**config.mk**
```make
export PLATFORM = sky130hd
export DESIGN_NAME = hrp_release_power
export DESIGN_NICKNAME = d
export VERILOG_FILES = /design/src/pkg/hrp_pkg.sv /design/src/rtl/hrp_release_power.sv
export SDC_FILE = /design/constraint.sdc
export NUM_CORES = 1
export LEC_CHECK = 0
export BUFFER_PORTS_ARGS = -buffer_cell sky130_fd_sc_hd__buf_2
export CAP_MARGIN = 0
export CORE_MARGIN = 8
export CORE_UTILIZATION = 55
export CTS_BUF_LIST = sky130_fd_sc_hd__clkbuf_16
export CTS_CLUSTER_DIAMETER = 100
export DETAILED_ROUTE_END_ITERATION = 6
export PLACE_DENSITY = 0.83
export SYNTH_ARGS = -nofsm -noshare
export SYNTH_HDL_FRONTEND = slang
export SYNTH_SLANG_ARGS = --single-unit
export TNS_END_PERCENT = 20
```
**constraint.sdc**
```tcl
create_clock -name mclk -period 2.95 [get_ports mclk]
set_clock_uncertainty 0.05 [all_clocks]
set_input_delay 0.295 -clock mclk [delete_from_list [all_inputs] [get_ports mclk]]
set_output_delay 0.295 -clock mclk [all_outputs]
set_load 0.01 [all_outputs]
```
**src/pkg/hrp_pkg.sv**
```systemverilog
// Constants and types for the hub release and power configuration bank
package hrp_pkg;
	localparam logic [7:0] RELEASE_LOW_OFS = 8'h04;
	localparam logic [7:0] RELEASE_HIGH_OFS = 8'h05;
	localparam logic [7:0] HUB_CONFIG_ONE_OFS = 8'h06;
	localparam logic [7:0] RELEASE_LOW_RST = 8'h00;
	localparam logic [7:0] RELEASE_HIGH_RST = 8'h00;
	localparam logic [7:0] HUB_CONFIG_ONE_RST = 8'h00;
	localparam int POWER_SOURCE_BIT = 7;
	localparam int RESERVED_BIT = 6;
	localparam int HS_INHIBIT_BIT = 5;
	localparam int TRANSLATOR_BIT = 4;
	localparam logic [7:0] HUB_CONFIG_ONE_MASK = 8'hbf;
	localparam logic [7:0] UNMAPPED_READ = 8'h00;
	localparam int CLK_PERIOD_NS = 50;
	localparam int DROP_TIME_NS = 400;
	localparam int DROP_CYCLES = (DROP_TIME_NS + CLK_PERIOD_NS - 1) / CLK_PERIOD_NS;
	localparam logic [3:0] DROP_LOAD = 4'(DROP_CYCLES - 1);

	typedef struct packed {
		logic en;
		logic [7:0] addr;
		logic [7:0] data;
	} hrp_wr_t;

	typedef struct packed {
		logic en;
		logic [7:0] addr;
	} hrp_rd_t;

	typedef enum logic [2:0] {
		ST_RUN = 3'b001,
		ST_DROP = 3'b010,
		ST_ATTACH = 3'b100
	} hrp_state_t;
endpackage

```
**src/rtl/hrp_release_power.sv**
```systemverilog
// Device release number and first configuration byte with power switching
// Notes on behaviour
// - Hold sixteen-bit BCD release number, report it
// - Low byte at 04h, high at 05h
// - EEPROM or SMBus loader writes the fields
// - Config bit 7: 0 bus, 1 self powered
// - Dynamic mode takes power from supply pin
// - Config bit 5 forces full-speed only attach
// - Config bit 4 enables per-port translators
// - Translator bit 0 single, host may force
// - Supply change in dynamic mode after load: power off, disconnect, re-attach
`timescale 1ns/1ps
`default_nettype none
module hrp_release_power
	import hrp_pkg::*;
(
	input wire logic mclk,
	input wire logic rst,
	input wire hrp_wr_t cfg_wr,
	input wire hrp_rd_t cfg_rd,
	input wire logic load_done,
	input wire logic dynamic_power_en,
	input wire logic host_force_single_tt,
	input wire logic local_supply_present,
	output logic [7:0] rd_data_reg,
	output logic rd_valid_reg,
	output logic [15:0] release_number_reg,
	output logic self_powered_reg,
	output logic hs_capable_reg,
	output logic high_speed_inhibit_reg,
	output logic per_port_translator_en_reg,
	output logic downstream_power_off_reg,
	output logic upstream_disconnect_reg
);
	logic [7:0] release_number_low_reg;
	logic [7:0] release_number_high_reg;
	logic [7:0] hub_config_one_reg;
	logic supply_s1_reg;
	logic supply_s2_reg;
	logic supply_prev_reg;
	hrp_state_t state_reg;
	hrp_state_t state_next;
	logic [3:0] drop_cnt_reg;
	logic [3:0] drop_cnt_next;

	// Write decode
	wire wr_low = cfg_wr.en && (cfg_wr.addr == RELEASE_LOW_OFS);
	wire wr_high = cfg_wr.en && (cfg_wr.addr == RELEASE_HIGH_OFS);
	wire wr_cfg = cfg_wr.en && (cfg_wr.addr == HUB_CONFIG_ONE_OFS);

	// Read selection
	wire rd_is_low = cfg_rd.addr == RELEASE_LOW_OFS;
	wire rd_is_high = cfg_rd.addr == RELEASE_HIGH_OFS;
	wire rd_is_cfg = cfg_rd.addr == HUB_CONFIG_ONE_OFS;
	wire [7:0] rd_mux = rd_is_low ? release_number_low_reg :
		rd_is_high ? release_number_high_reg :
		rd_is_cfg ? hub_config_one_reg : UNMAPPED_READ;

	// Decoded configuration
	wire power_source_select = hub_config_one_reg[POWER_SOURCE_BIT];
	wire high_speed_inhibit = hub_config_one_reg[HS_INHIBIT_BIT];
	wire per_port_translator_en = hub_config_one_reg[TRANSLATOR_BIT];
	wire self_source = dynamic_power_en ? supply_s2_reg : power_source_select;
	wire tt_mode = per_port_translator_en && !host_force_single_tt;
	wire supply_change = dynamic_power_en && load_done && (supply_s2_reg != supply_prev_reg);
	wire drop_active = state_next == ST_DROP;

	always_comb
	begin
		state_next = state_reg;
		drop_cnt_next = drop_cnt_reg;
		case (state_reg)
			ST_RUN:
			begin
				drop_cnt_next = 4'h0;
			end
			ST_DROP:
			begin
				if (drop_cnt_reg == 4'h0)
					state_next = ST_ATTACH;
				else
					drop_cnt_next = drop_cnt_reg - 4'h1;
			end
			ST_ATTACH:
			begin
				state_next = ST_RUN;
			end
			default:
			begin
				state_next = ST_RUN;
				drop_cnt_next = 4'h0;
			end
		endcase
		if (supply_change)
		begin
			state_next = ST_DROP;
			drop_cnt_next = DROP_LOAD;
		end
	end

	always_ff @(posedge mclk)
	begin
		if (rst)
		begin
			release_number_low_reg <= RELEASE_LOW_RST;
			release_number_high_reg <= RELEASE_HIGH_RST;
			hub_config_one_reg <= HUB_CONFIG_ONE_RST;
		end
		else
		begin
			if (wr_low)
				release_number_low_reg <= cfg_wr.data;
			if (wr_high)
				release_number_high_reg <= cfg_wr.data;
			if (wr_cfg)
				hub_config_one_reg <= cfg_wr.data & HUB_CONFIG_ONE_MASK;
		end
	end

	// Supply pin synchroniser
	always_ff @(posedge mclk)
	begin
		if (rst)
		begin
			supply_s1_reg <= 1'b0;
			supply_s2_reg <= 1'b0;
			supply_prev_reg <= 1'b0;
		end
		else
		begin
			supply_s1_reg <= local_supply_present;
			supply_s2_reg <= supply_s1_reg;
			supply_prev_reg <= supply_s2_reg;
		end
	end

	always_ff @(posedge mclk)
	begin
		if (rst)
		begin
			state_reg <= ST_RUN;
			drop_cnt_reg <= 4'h0;
			downstream_power_off_reg <= 1'b0;
			upstream_disconnect_reg <= 1'b0;
		end
		else
		begin
			state_reg <= state_next;
			drop_cnt_reg <= drop_cnt_next;
			downstream_power_off_reg <= drop_active;
			upstream_disconnect_reg <= drop_active;
		end
	end

	always_ff @(posedge mclk)
	begin
		if (rst)
		begin
			rd_data_reg <= 8'h00;
			rd_valid_reg <= 1'b0;
			release_number_reg <= 16'h0000;
			self_powered_reg <= 1'b0;
			hs_capable_reg <= 1'b0;
			high_speed_inhibit_reg <= 1'b0;
			per_port_translator_en_reg <= 1'b0;
		end
		else
		begin
			rd_data_reg <= cfg_rd.en ? rd_mux : 8'h00;
			rd_valid_reg <= cfg_rd.en;
			release_number_reg <= {release_number_high_reg, release_number_low_reg};
			self_powered_reg <= load_done && self_source;
			hs_capable_reg <= load_done && !high_speed_inhibit;
			high_speed_inhibit_reg <= high_speed_inhibit;
			per_port_translator_en_reg <= tt_mode;
		end
	end

	a_release_low_wr: assert property (@(posedge mclk) disable iff (rst)
		wr_low |=> ##1 release_number_reg[7:0] == $past(cfg_wr.data, 2))
		else $error("release low byte not reported");
	a_release_high_wr: assert property (@(posedge mclk) disable iff (rst)
		wr_high |=> ##1 release_number_reg[15:8] == $past(cfg_wr.data, 2))
		else $error("release high byte not reported");
	a_release_read_back: assert property (@(posedge mclk) disable iff (rst)
		cfg_rd.en && rd_is_high |=> rd_valid_reg && rd_data_reg == release_number_reg[15:8])
		else $error("release high byte read mismatch");
	a_cfg_reserved_zero: assert property (@(posedge mclk) disable iff (rst)
		cfg_rd.en && rd_is_cfg |=> rd_valid_reg && rd_data_reg[RESERVED_BIT] == 1'b0)
		else $error("reserved config bit not zero");
	a_self_static: assert property (@(posedge mclk) disable iff (rst)
		load_done && !dynamic_power_en |=> self_powered_reg == $past(power_source_select))
		else $error("self powered does not follow config bit");
	a_self_dynamic: assert property (@(posedge mclk) disable iff (rst)
		load_done && dynamic_power_en |=> self_powered_reg == $past(supply_s2_reg))
		else $error("self powered does not follow supply pin");
	a_hs_inhibit: assert property (@(posedge mclk) disable iff (rst)
		load_done && wr_cfg |=> ##1 hs_capable_reg == !$past(cfg_wr.data[HS_INHIBIT_BIT], 2))
		else $error("high speed capability wrong");
	a_tt_mode: assert property (@(posedge mclk) disable iff (rst)
		host_force_single_tt |=> !per_port_translator_en_reg)
		else $error("single translator not forced");
	a_drop_hold: assert property (@(posedge mclk) disable iff (rst)
		supply_change |=> (downstream_power_off_reg && upstream_disconnect_reg)[*8])
		else $error("drop phase too short");
	a_drop_end: assert property (@(posedge mclk) disable iff (rst)
		state_reg == ST_DROP && drop_cnt_reg == 4'h0 && !supply_change
		|=> !upstream_disconnect_reg ##1 state_reg == ST_RUN)
		else $error("re-attach did not follow drop");
	a_gate_unloaded: assert property (@(posedge mclk) disable iff (rst)
		!load_done |=> !self_powered_reg && !hs_capable_reg)
		else $error("outputs driven before load done");

	c_supply_change: cover property (@(posedge mclk) disable iff (rst)
		supply_change ##[1:20] state_reg == ST_ATTACH);
	c_per_port_tt: cover property (@(posedge mclk) disable iff (rst)
		per_port_translator_en_reg && hs_capable_reg);
	c_full_speed_only: cover property (@(posedge mclk) disable iff (rst)
		load_done && high_speed_inhibit_reg && self_powered_reg);
endmodule
`default_nettype wire
```
### Word-level counts from Yosys, hierarchy flattened

Cells that the tools add are included.

| operators by class | value |
|---|---|
| add/sub/neg operators | 1 |
| equal/unequal tests | 14 |
| mux-type cells | 10 |
| reduce and logical (&&, ||, !) cells | 15 |
| bitwise logic cells | 2 |

Operators with widths:

| kind | count |
|---|---|
| 8-bit by 3-bit == test with 1-bit output (second input constant) | 6 |
| 8-bit 2-to-1 mux | 3 |
| 3-bit 2-to-1 mux | 3 |
| 1-bit logical AND | 8 |
| 4-bit case mux with 2 select lines | 1 |
| 3-bit by 2-bit == test with 1-bit output (second input constant) | 2 |
| 3-bit case mux with 2 select lines | 1 |
| 4-bit logical NOT | 1 |
| 4-bit 2-to-1 mux | 1 |
| 2-bit != test (second input constant) | 2 |
| 2-bit AND reduction | 2 |
| 2-bit OR reduction | 2 |
| 4-bit by 1-bit subtractor with 4-bit output (second input constant) | 1 |
| 3-bit by 1-bit == test with 1-bit output (second input constant) | 1 |
| 3-bit == test (second input constant) | 1 |
| 3-bit != test (second input constant) | 1 |
| 1-bit logical NOT | 2 |
| 1-bit inverter | 2 |
| 1-bit 2-to-1 mux | 1 |
| 1-bit != test | 1 |

| storage, ports and cells | value |
|---|---|
| bits in registers | 63 |
| logic and storage cells | 59 |
| input port bits | 32 |
| output and inout port bits | 31 |

### Depth between registers and ports, before layout

Gate-level depths: netlist (run 1).

| depth | value |
|---|---|
| word-level depth | 5 |
| depth in mapped cells | 5 |
| mapped depth without buffers | 5 |

### Least setup slack after synthesis (run 1)

OpenSTA, ideal clock, no wires.

| timing path | value |
|---|---|
| path type | in2reg |
| start point | input port cfg_wr[12] in the netlist's numbering |
| end point | register release_number_low_reg[0] |
| cell stages on the path | 4 |
| data required time | 2828 ps |
| library setup time | 72 ps |
| slack | 1267 ps |
| data arrival time | 1561 ps |
| path buffers | 1 |
| cells stage by stage | or4b_4 > buf_6 > nor3_4 > mux2i_1 |

| on the way | value |
|---|---|
| longest elaborated chain between the ends | 2 |

RTL lines:

| element | RTL line | source |
|---|---|---|
| start: declaration | hrp_release_power.sv:19 | `input wire hrp_wr_t cfg_wr,` |
| 8-bit by 3-bit == test with 1-bit output | hrp_release_power.sv:47 | `wire wr_low = cfg_wr.en && (cfg_wr.addr == RELEASE_LOW_OFS);` |
| 1-bit logical AND | hrp_release_power.sv:47 |  |
| end signal: assignment | hrp_release_power.sv:112 | `release_number_low_reg <= cfg_wr.data;` |
| end: declaration | hrp_release_power.sv:35 | `logic [7:0] release_number_low_reg;` |

Every way passes these cells.
A chain may end at the register's enable or synchronous reset.

### Final worst setup path (run 1)

| timing path | value |
|---|---|
| start point | register drop_cnt_reg[0] |
| end point | register drop_cnt_reg[0] |

| on the way | value |
|---|---|
| longest elaborated chain between the ends | 4 |
| elaborated cells on any way between the ends | 7 |
| those cells by class | 1 x add/sub; 1 x eq/ne; 3 x mux; 2 x reduce/logical |

RTL lines:

| element | RTL line | source |
|---|---|---|
| start: declaration | hrp_release_power.sv:43 | `logic [3:0] drop_cnt_reg;` |
| start signal: assignment | hrp_release_power.sv:149 | `drop_cnt_reg <= drop_cnt_next;` |
| 4-bit by 1-bit subtractor with 4-bit output | hrp_release_power.sv:82 | `drop_cnt_next = drop_cnt_reg - 4'h1;` |
| 4-bit 2-to-1 mux | hrp_release_power.sv:79 | `if (drop_cnt_reg == 4'h0)` |
| 4-bit case mux with 2 select lines | hrp_release_power.sv:72 | `case (state_reg)` |
| 3-bit 2-to-1 mux | hrp_release_power.sv:94 | `if (supply_change)` |

Parallel ways exist; a longest one is shown, timed or not. The select of a mux whose other input is x is not followed.

==> impl_metrics.tcl, run 1 <==
set metrics [dict create \
    power.density_nw_per_um2 640 \
    die_y_um 82.0 \
    cts_max_path_buffers 2 \
    ff2ff_path_depth 5 \
    critPathLaunchType "flop" \
    syn_avg_cell_area_sq_um 10.6 \
    cts_buffers 9 \
    cts_resized 0 \
    drcViolationCount 0 \
    grtUsageTotal 0.167 \
    antenna_found_initial 0 \
    num_io_pins 63 \
    rows 24 \
    drt_iter0_drc 78 \
    ys_types 43 \
    dieArea_sq_um 6730 \
    path_class "flop to flop" \
    insertion_delay_ns 0.32 \
    grt_setup_unrepaired "false" \
    critPathRequiredTime_ns 3.13 \
    dp_hpwl_mm 3.69 \
    synth_nets 261 \
    r2r_end "drop_cnt_reg[0]" \
    ys_seq_elements 63 \
    ir_drop_uv 445 \
    max_freq_mhz 557 \
    largest_register_ffs 16 \
    hold_path_class "primary input to flop" \
    fp.dieW_um 82.0 \
    synth-warning-count 0 \
    mostFrequentLayoutCells "dfxtp_1 (63), buf_2 (62), nand2b_1 (25)" \
    drt-pass1-iter-count 4 \
    yosysSeqAreaShare 0.526 \
    maxCapViolCount 0 \
    vias 1799 \
    numPortBuffers 62 \
    gp_congestion 0.859 \
    end_kind "flop" \
    fin_crit_sh 0.608 \
    holdPathEnd "per_port_translator_en_reg" \
    hold_viol_final 0 \
    cts_tree "built" \
    netlist_area_sq_um 2400 \
    final_nets 322 \
    core-area_sq_um 4260 \
    setup_tns_ns 0 \
    max_slew_margin 0.566 \
    async_flop_share 0 \
    place_area_sq_um 2710 \
    synth_cells 227 \
    cts-root-buf "clkbuf_16" \
    min_from "host_force_single_tt" \
    antennaDiodeCount 0 \
    wire_per_inst_um 15.5 \
    synthFlopType "dfxtp_1" \
    grt_pass1_wl_mm 8.56 \
    worstMarginPinSlew_ns 0.651 \
    finalCriticalPeriod_ns 1.79 \
    arrival_ns 1.98 \
    synthTopCellsByArea "dfxtp_1 (53%), mux2i_1 (10%), nand2b_1 (6.5%)" \
    grt_start_max_net_pins 45 \
    grt_overflow 0 \
    routed_wl_mm 5.34 \
    crit_fanout 5 \
    setup_viol 0 \
    drive_gt1_frac 0.263 \
    synth_edf_count 0 \
    vias_per_cell 5.21 \
    p_leak_nw 1.41 \
    rrSetupSlack_ns 1.16 \
    final_common_cell "dfxtp_1" \
    cts.sinks 63 \
    synth_top_area_share 0.526 \
    area_delta_synth_final_pct 24.6 \
    postCtsSetupBuffers 0 \
    synth_top_area_cell "dfxtp_1" \
    status "complete, no violations" \
    final_antenna_net_count 0 \
    grt_pass1_vias 1826 \
    slew_viol_final 0 \
    htreeDepth 3 \
    start_util 0.562 \
    fin_hold_ws_ns 0.0929 \
    clk_pin_slew_worst_paths_ns 0.05 \
    design_area_sq_um 2990 \
    hold_depth 2 \
    r2r-start "drop_cnt_reg[0]" \
    cts_hold_buf 0 \
]
[Yosys cell counts, drive strengths merged (3+ instances only)]
cell type and instances:
nor2b 15, nor3b 3, o21ai 10, nor2 11
buf 6, o31ai 8, dfxtp 63, nand2b 25
clkbuf 6, a2bb2oi 7, inv 12, or3 3
mux2i 24
[worst max-delay path: stages (launching register included)]
cell and delay (ns):
dfxtp_1 0.33, inv_1 0.10, ha_1 0.22, or3b_1 0.45, o2bb2a_1 0.31, a311oi_1 0.24
[report_power, final]
part,internal (W),switching [W],leakage (nW),total [W]
sequential,0.000857,0.00000236,0.508,0.000859
clock,0.000637,0.000344,0.143,0.000981
combinational,0.0000341,0.0000379,0.757,0.0000721
[per-layer routing]
| metal | GRT usage | vias to the layer above | part of all wire |
|---|---|---|---|
| met2 | 0.277 | 54 | 0.49 |
| met5 | 0 | - | 0 |
| met4 | 0.0895 | 0 | 0.013 |
| met3 | 0.0558 | 8 | 0.075 |
| li1 | - | 908 | - |
| met1 | 0.187 | 829 | 0.42 |
[logic make-up after synthesis]
kind of cell	share of synthesized area
compound gates	0.111
xor+xnor	0.00365
fa+ha+maj	0.0104
buf+inv	0.0464
flops	0.526
mux	0.100
simple gates	0.202
[worst max-delay path by stage]
stage               cells past startpoint                        end             from
floorplan                               4  release_number_low_reg[0]       cfg_wr[12]
global placement                        4  release_number_low_reg[6]        cfg_wr[9]
detailed placement                      4  release_number_low_reg[7]        cfg_wr[9]
CTS                                     5            drop_cnt_reg[0]  drop_cnt_reg[0]
global route                            5            drop_cnt_reg[0]  drop_cnt_reg[0]
finish                                  5            drop_cnt_reg[0]  drop_cnt_reg[0]
[final cells by class]
class,instances,area (sq um)
multi-input combinational,140,1020
clock buffer,9,225
clock inverter,7,55.1
sequential,63,1260
inverter,12,45.0
timing repair buffer,62,310
fill,325,1280
tap,52,65.1
[stage by stage]
step                worst slack (ns)  std cells  total power [W]  utilization
floorplan                       1.27        227         0.000918            -
global placement               0.966        329         0.000947        0.635
detailed placement             0.914        329         0.000949        0.635
CTS                             1.16        345          0.00192        0.700
global route                    1.07        345          0.00196        0.700
finish                          1.16        345          0.00191        0.700
(Power assumes the default switching activity.)
==> run 2, diff against run 1 <==
--- a/config.mk
+++ b/config.mk
@@ -5,14 +5,15 @@
 export SDC_FILE = /design/constraint.sdc
 export NUM_CORES = 1
 export LEC_CHECK = 0
+export ABC_AREA = 1
 export BUFFER_PORTS_ARGS = -buffer_cell sky130_fd_sc_hd__buf_2
 export CAP_MARGIN = 0
 export CORE_MARGIN = 8
-export CORE_UTILIZATION = 55
+export CORE_UTILIZATION = 47
 export CTS_BUF_LIST = sky130_fd_sc_hd__clkbuf_16
 export CTS_CLUSTER_DIAMETER = 100
 export DETAILED_ROUTE_END_ITERATION = 6
-export PLACE_DENSITY = 0.83
+export PLACE_DENSITY = 0.74
 export SYNTH_ARGS = -nofsm -noshare
 export SYNTH_HDL_FRONTEND = slang
 export SYNTH_SLANG_ARGS = --single-unit
==> constraint.sdc (replaced) <==
create_clock -name mclk -period 1.45 [get_ports mclk]
set_clock_uncertainty 0.05 [all_clocks]
set_input_delay 0.145 -clock mclk [delete_from_list [all_inputs] [get_ports mclk]]
set_output_delay 0.145 -clock mclk [all_outputs]
set_load 0.01 [all_outputs]
==> run 2 against run 1 <==
  * Design area grew 10%
  * Non-clock buffer count grew 8
  * Clock-buffer cell count unchanged
  * First-iteration DRC count increased by 65%
  * Die area rose by 20%
  * Fmax rose by 35%
  * Sequential share of layout area down 3.9 points
  * Via count up 31%
  * Sequential power is 100% higher
  * Register-to-register slack lost 1.0 ns
  * Largest cell class unchanged
==> impl_metrics.tcl, run 2 <==
set metrics [dict create \
    largest_register_ffs 16 \
    grt_start_max_net_pins 33 \
    muxShareOfSynthArea 0 \
    netlist_area_sq_um 2560 \
    synth_most_common_cell "nor2_1" \
    nFillCells 472 \
    synth_top_family_by_area "simple AND/OR/NAND/NOR gates" \
    start_util 0.477 \
    dp_cells 472 \
    end_kind "flop" \
    drt_iter0_drc 129 \
    critPathLaunchType "flop" \
    grt_pass1_wl_mm 10.1 \
    mostFrequentLayoutCells "dfxtp_1 (63), nor2_1 (62), buf_2 (62)" \
    synth_top_area_share 0.492 \
    drt-pass1-iter-count 5 \
    regArea_sq_um 1260 \
    critPathRequiredTime_ns 1.62 \
    setup_viol 0 \
    final_nets 448 \
    drcViolationCount 0 \
    hold_path_class "primary input to flop" \
    final_common_cell "dfxtp_1" \
    antennaDiodeCount 0 \
    min_from "load_done" \
    maxCapViolCount 0 \
    htreeDepth 3 \
    synth-warning-count 0 \
    fin_crit_sh 0.919 \
    core-area_sq_um 5370 \
    ys_types 22 \
    max_slew_margin 0.773 \
    grt.met3_usage 0.0474 \
    gp_congestion 0.843 \
    setup_tns_ns 0 \
    synth_common_cells "nor2_1 (64), dfxtp_1 (63), nand2_1 (56), nand3_1 (44), inv_1 (39)" \
    r2r-start "drop_cnt_reg[0]" \
    status "complete, no violations" \
    hold_viol_final 0 \
    grtUsageMet1 0.177 \
    async_flop_share 0 \
    path_class "flop to flop" \
    design_area_sq_um 3290 \
    dieArea_sq_um 8070 \
    grt_pass1_vias 2228 \
    clk_pin_slew_worst_paths_ns 0.05 \
    place_area_sq_um 2940 \
    synthAdderAreaFrac 0.00976 \
    synth_top_area_cell "dfxtp_1" \
    fin_cells 491 \
    max_freq_mhz 750 \
    ys_seq_elements 63 \
    synthSimpleGateAreaFrac 0.322 \
    worstMarginPinSlew_ns 0.339 \
    antenna_found_initial 0 \
    dp_hpwl_mm 4.21 \
    ff2ff_path_depth 8 \
    synth_cells 346 \
    vias 2352 \
    synthFlopType "dfxtp_1" \
    power.density_nw_per_um2 1260 \
    final_antenna_net_count 0 \
    arrival_ns 1.50 \
    p_leak_nw 1.54 \
    synth_compound_area_frac 0.0742 \
    pre_cts_ws_ns 0.0534 \
    wire_per_inst_um 12.3 \
    cts_max_path_buffers 2 \
    synth_nets 380 \
    slew_viol_final 0 \
    cts_tree "built" \
    drive_gt1_frac 0.263 \
    area_delta_synth_final_pct 28.5 \
    ir_drop_uv 794 \
    multi_input_area_sq_um 1060 \
    grtUsageTotal 0.151 \
    routed_wl_mm 6.04 \
    cts_buffers 9 \
    cts.sinks 63 \
    use_met2 0.237 \
    hold_depth 3 \
    num_io_pins 63 \
    vias_per_cell 4.79 \
    die_y_um 89.9 \
    rows 27 \
    cts-root-buf "clkbuf_16" \
    setup_slack_ns 0.117 \
    finalCriticalPeriod_ns 1.33 \
    numPortBuffers 62 \
    insertion_delay_ns 0.32 \
    synthTopCellsByArea "dfxtp_1 (49%), nor2_1 (9.4%), nand3_1 (8.6%)" \
    syn_avg_cell_area_sq_um 7.41 \
    fp.dieW_um 89.9 \
    startpoint "drop_cnt_reg[0]" \
    grt-busiest-layer "met2" \
    crit_fanout 5 \
    grt_overflow 0 \
    fin_hold_ws_ns 0.0375 \
    synth_edf_count 0 \
    yosysSeqAreaShare 0.492 \
    synth-xor-area-share 0.00342 \
]
## run 2: through the flow
stage,total power [W],util
floorplan,0.00191,-
global placement,0.00199,0.548
detailed placement,0.00200,0.548
CTS,0.00417,0.611
global route,0.00430,0.613
finish,0.00415,0.613
## run 2: path summary, 6_finish.rpt
check,slack (ns),to
setup reg to reg,0.12,drop_cnt_reg[2]
hold reg to reg,0.36,supply_s2_reg
hold / removal,0.04,hs_capable_reg
setup / recovery,0.12,drop_cnt_reg[2]
## run 2: layout make-up
cell class	instances	area share
well taps	72	0.0273
clock inverters	7	0.0243
inverters	49	0.0558
flip-flops and latches	63	0.383
multi-input cells	221	0.323
repair buffers	70	0.118
clock buffers	9	0.0684
## run 2: worst max-delay path, cell delays in order (launching register included)
cell     delay (ns)
dfxtp_1        0.35
inv_1          0.08
ha_1           0.20
nand2_1        0.08
nor2_2         0.05
nand2_2        0.12
nand3_2        0.11
nor2_2         0.13
nor2_1         0.05
## run 2: timing repair
item,CTS,global route
gates resized for setup,0,5
hold endpoints to repair,3,0
endpoints found under the setup margin,0,4
setup buffers,0,0
hold buffers,3,0
## run 2: routing by layer
layer | part of all wire | up-vias | routed length (um)
li1 | - | 1218 | -
met1 | 0.44 | 1026 | 2680
met2 | 0.45 | 98 | 2730
met3 | 0.086 | 10 | 522
met4 | 0.019 | 0 | 112
met5 | 0 | - | 0
## run 2: logic make-up (layout without fill, tap and decap cells)
family	count (synthesis)	after routing
AOI/OAI and AO/OA	34	34
buffers and inverters	62	135
and+or+nand+nor	184	184
adders and majority gates	2	2
DFF	63	63
xor gates and xnor gates	1	1
## run 2: report_power, final
| group | internal (W) | switching [W] |
|---|---|---|
| logic | 0.0000800 | 0.000140 |
| registers | 0.00175 | 0.00000499 |
| clock network | 0.00147 | 0.000706 |
| total | 0.00330 | 0.000851 |
==> run 3, diff against run 2 <==
--- a/config.mk
+++ b/config.mk
@@ -13,6 +13,7 @@
 export CTS_BUF_LIST = sky130_fd_sc_hd__clkbuf_16
 export CTS_CLUSTER_DIAMETER = 100
 export DETAILED_ROUTE_END_ITERATION = 6
+export HOLD_SLACK_MARGIN = 0.15
 export PLACE_DENSITY = 0.74
 export SYNTH_ARGS = -nofsm -noshare
 export SYNTH_HDL_FRONTEND = slang
==> run 3 against run 2 <==
  * Critical path depth shrank 2
  * Routed wire length grew 4.3%
  * Combinational power grew 11%
  * Critical endpoint is now rd_data_reg[6]
  * First-iteration DRC count shrank 10%
  * Sequential cell count is the same
  * Register-to-register slack is essentially flat
==> impl_metrics.tcl, run 3 (synthesis results as in run 2) <==
set metrics [dict create \
    status "complete, no violations" \
    ff2ff_path_depth 9 \
    numPortBuffers 62 \
    hold_viol_final 0 \
    end_kind "flop" \
    critPathRequiredTime_ns 1.66 \
    antennaDiodeCount 0 \
    drcViolationCount 0 \
    insertion_delay_ns 0.32 \
    ir_drop_uv 772 \
    crit_fanout 2 \
    wire_per_inst_um 12.5 \
    cts_max_path_buffers 2 \
    die_y_um 89.9 \
    hold_depth 5 \
    mostFrequentLayoutCells "nor2_1 (63), dfxtp_1 (63), buf_2 (62)" \
    grtUsageTotal 0.156 \
    grt_overflow 0 \
    setup_viol 0 \
    intPower_w 0.00332 \
    nFillCells 454 \
    vias_per_cell 4.78 \
    critPathLaunchType "primary input" \
    power.density_nw_per_um2 1220 \
    holdPathEnd "release_number_high_reg[4]" \
    max_slew_margin 0.789 \
    gp_congestion 0.843 \
    grt_setup_unrepaired "true" \
    dp_hpwl_mm 4.21 \
    htreeDepth 3 \
    routed_wl_mm 6.30 \
    drt_iter0_drc 116 \
    seq_power_share 0.419 \
    pwr-share-comb 0.059 \
    arrival_ns 1.64 \
    vias 2402 \
    p_switching_w 0.000864 \
    core-area_sq_um 5370 \
    design_area_sq_um 3420 \
    antenna_found_initial 0 \
    path_class "primary input to flop" \
    cts.sinks 63 \
    area_delta_synth_final_pct 33.3 \
    r2r-start "drop_cnt_reg[1]" \
    dieArea_sq_um 8070 \
    largest_register_ffs 16 \
    final_nets 459 \
    final_antenna_net_count 0 \
    pre_cts_ws_ns 0.0534 \
    max_freq_mhz 701 \
    hold_path_class "primary input to flop" \
    rows 27 \
    cts_tree "built" \
    place_area_sq_um 2940 \
    p_leak_nw 1.62 \
    clk_pin_slew_worst_paths_ns 0.05 \
    grt_start_max_net_pins 33 \
    grt_pass1_vias 2297 \
    fin_crit_sh 0.983 \
    r2r_end "drop_cnt_reg[2]" \
    slew_viol_final 0 \
    grt_pass1_wl_mm 10.4 \
    start_util 0.477 \
    fp.dieW_um 89.9 \
    rrSetupSlack_ns 0.12 \
    num_io_pins 63 \
    finalCriticalPeriod_ns 1.43 \
    clkPwrFrac 0.523 \
    fin_hold_ws_ns 0.159 \
    drive_gt1_frac 0.260 \
    setup_slack_ns 0.0243 \
    netSwitchingFraction 0.207 \
    min_from "cfg_wr[4]" \
    cts-root-buf "clkbuf_16" \
    worstMarginPinSlew_ns 0.314 \
    fin_util 0.636 \
    cts_buffers 9 \
    drt-pass1-iter-count 5 \
    maxCapViolCount 0 \
]
## run 3: cell types whose count changed in the layout (fill, tap and decap cells not counted), sizes merged
cell,before,now
dlygate4sd3,3,12
dlymetal6s4s,0,2
## run 3: power groups by stage
stage	Combinational [W]	Clock, W	Sequential (W)
finish	0.000245	0.00219	0.00175
CTS	0.000237	0.00220	0.00175
global route	0.000269	0.00230	0.00175
global placement	0.000206	0	0.00178
floorplan	0.000124	0	0.00179
detailed placement	0.000210	0	0.00179
## run 3: metrics by stage
| stage | TNS, ns | total power (W) | std cells |
|---|---|---|---|
| global placement | 0 | 0.00199 | 472 |
| floorplan | 0 | 0.00191 | 346 |
| finish | 0 | 0.00418 | 502 |
| detailed placement | 0 | 0.00200 | 472 |
| global route | -0.0362 | 0.00432 | 502 |
| CTS | 0 | 0.00418 | 502 |
## run 3: cell type report
cell class,count,area [sq um],share of cell area
tap,72,90.1,0.0264
clock buffer,9,225,0.0659
inverter,49,184,0.0538
timing repair buffer,81,505,0.148
clock inverter,7,80.1,0.0234
sequential,63,1260,0.369
multi-input combinational,221,1070,0.314
## run 3: worst max path at each step
stage | startpoint | endpoint | slack, ns | depth (start not counted)
after floorplan | drop_cnt_reg[0] | drop_cnt_reg[0] | 0.21 | 9
after global placement | drop_cnt_reg[0] | drop_cnt_reg[0] | 0.14 | 9
after detailed placement | drop_cnt_reg[0] | drop_cnt_reg[1] | 0.05 | 9
after CTS | drop_cnt_reg[0] | drop_cnt_reg[1] | 0.04 | 9
after global routing | drop_cnt_reg[0] | drop_cnt_reg[2] | -0.02 | 8
final | rst | rd_data_reg[6] | 0.02 | 6
## run 3: worst max-delay path: stages
cell	delay, ns
buf_2	0.11
inv_2	0.05
dlygate4sd3_1	0.59
nand2_2	0.09
a21oi_2	0.10
dlygate4sd3_1	0.55
## run 3: what timing repair did
item,4_1_cts,5_1_grt
hold buffers,14,0
endpoints found under the hold margin,22,0
buffers inserted,0,0
endpoints found under the setup margin,0,12
gates resized for setup,0,10
## run 3: per-layer routing
| layer | track usage | up-vias | share of wire |
|---|---|---|---|
| met4 | 0.0915 | 0 | 0.018 |
| li1 | - | 1241 | - |
| met1 | 0.182 | 1057 | 0.44 |
| met5 | 0 | - | 0 |
| met2 | 0.248 | 93 | 0.46 |
| met3 | 0.0474 | 11 | 0.079 |
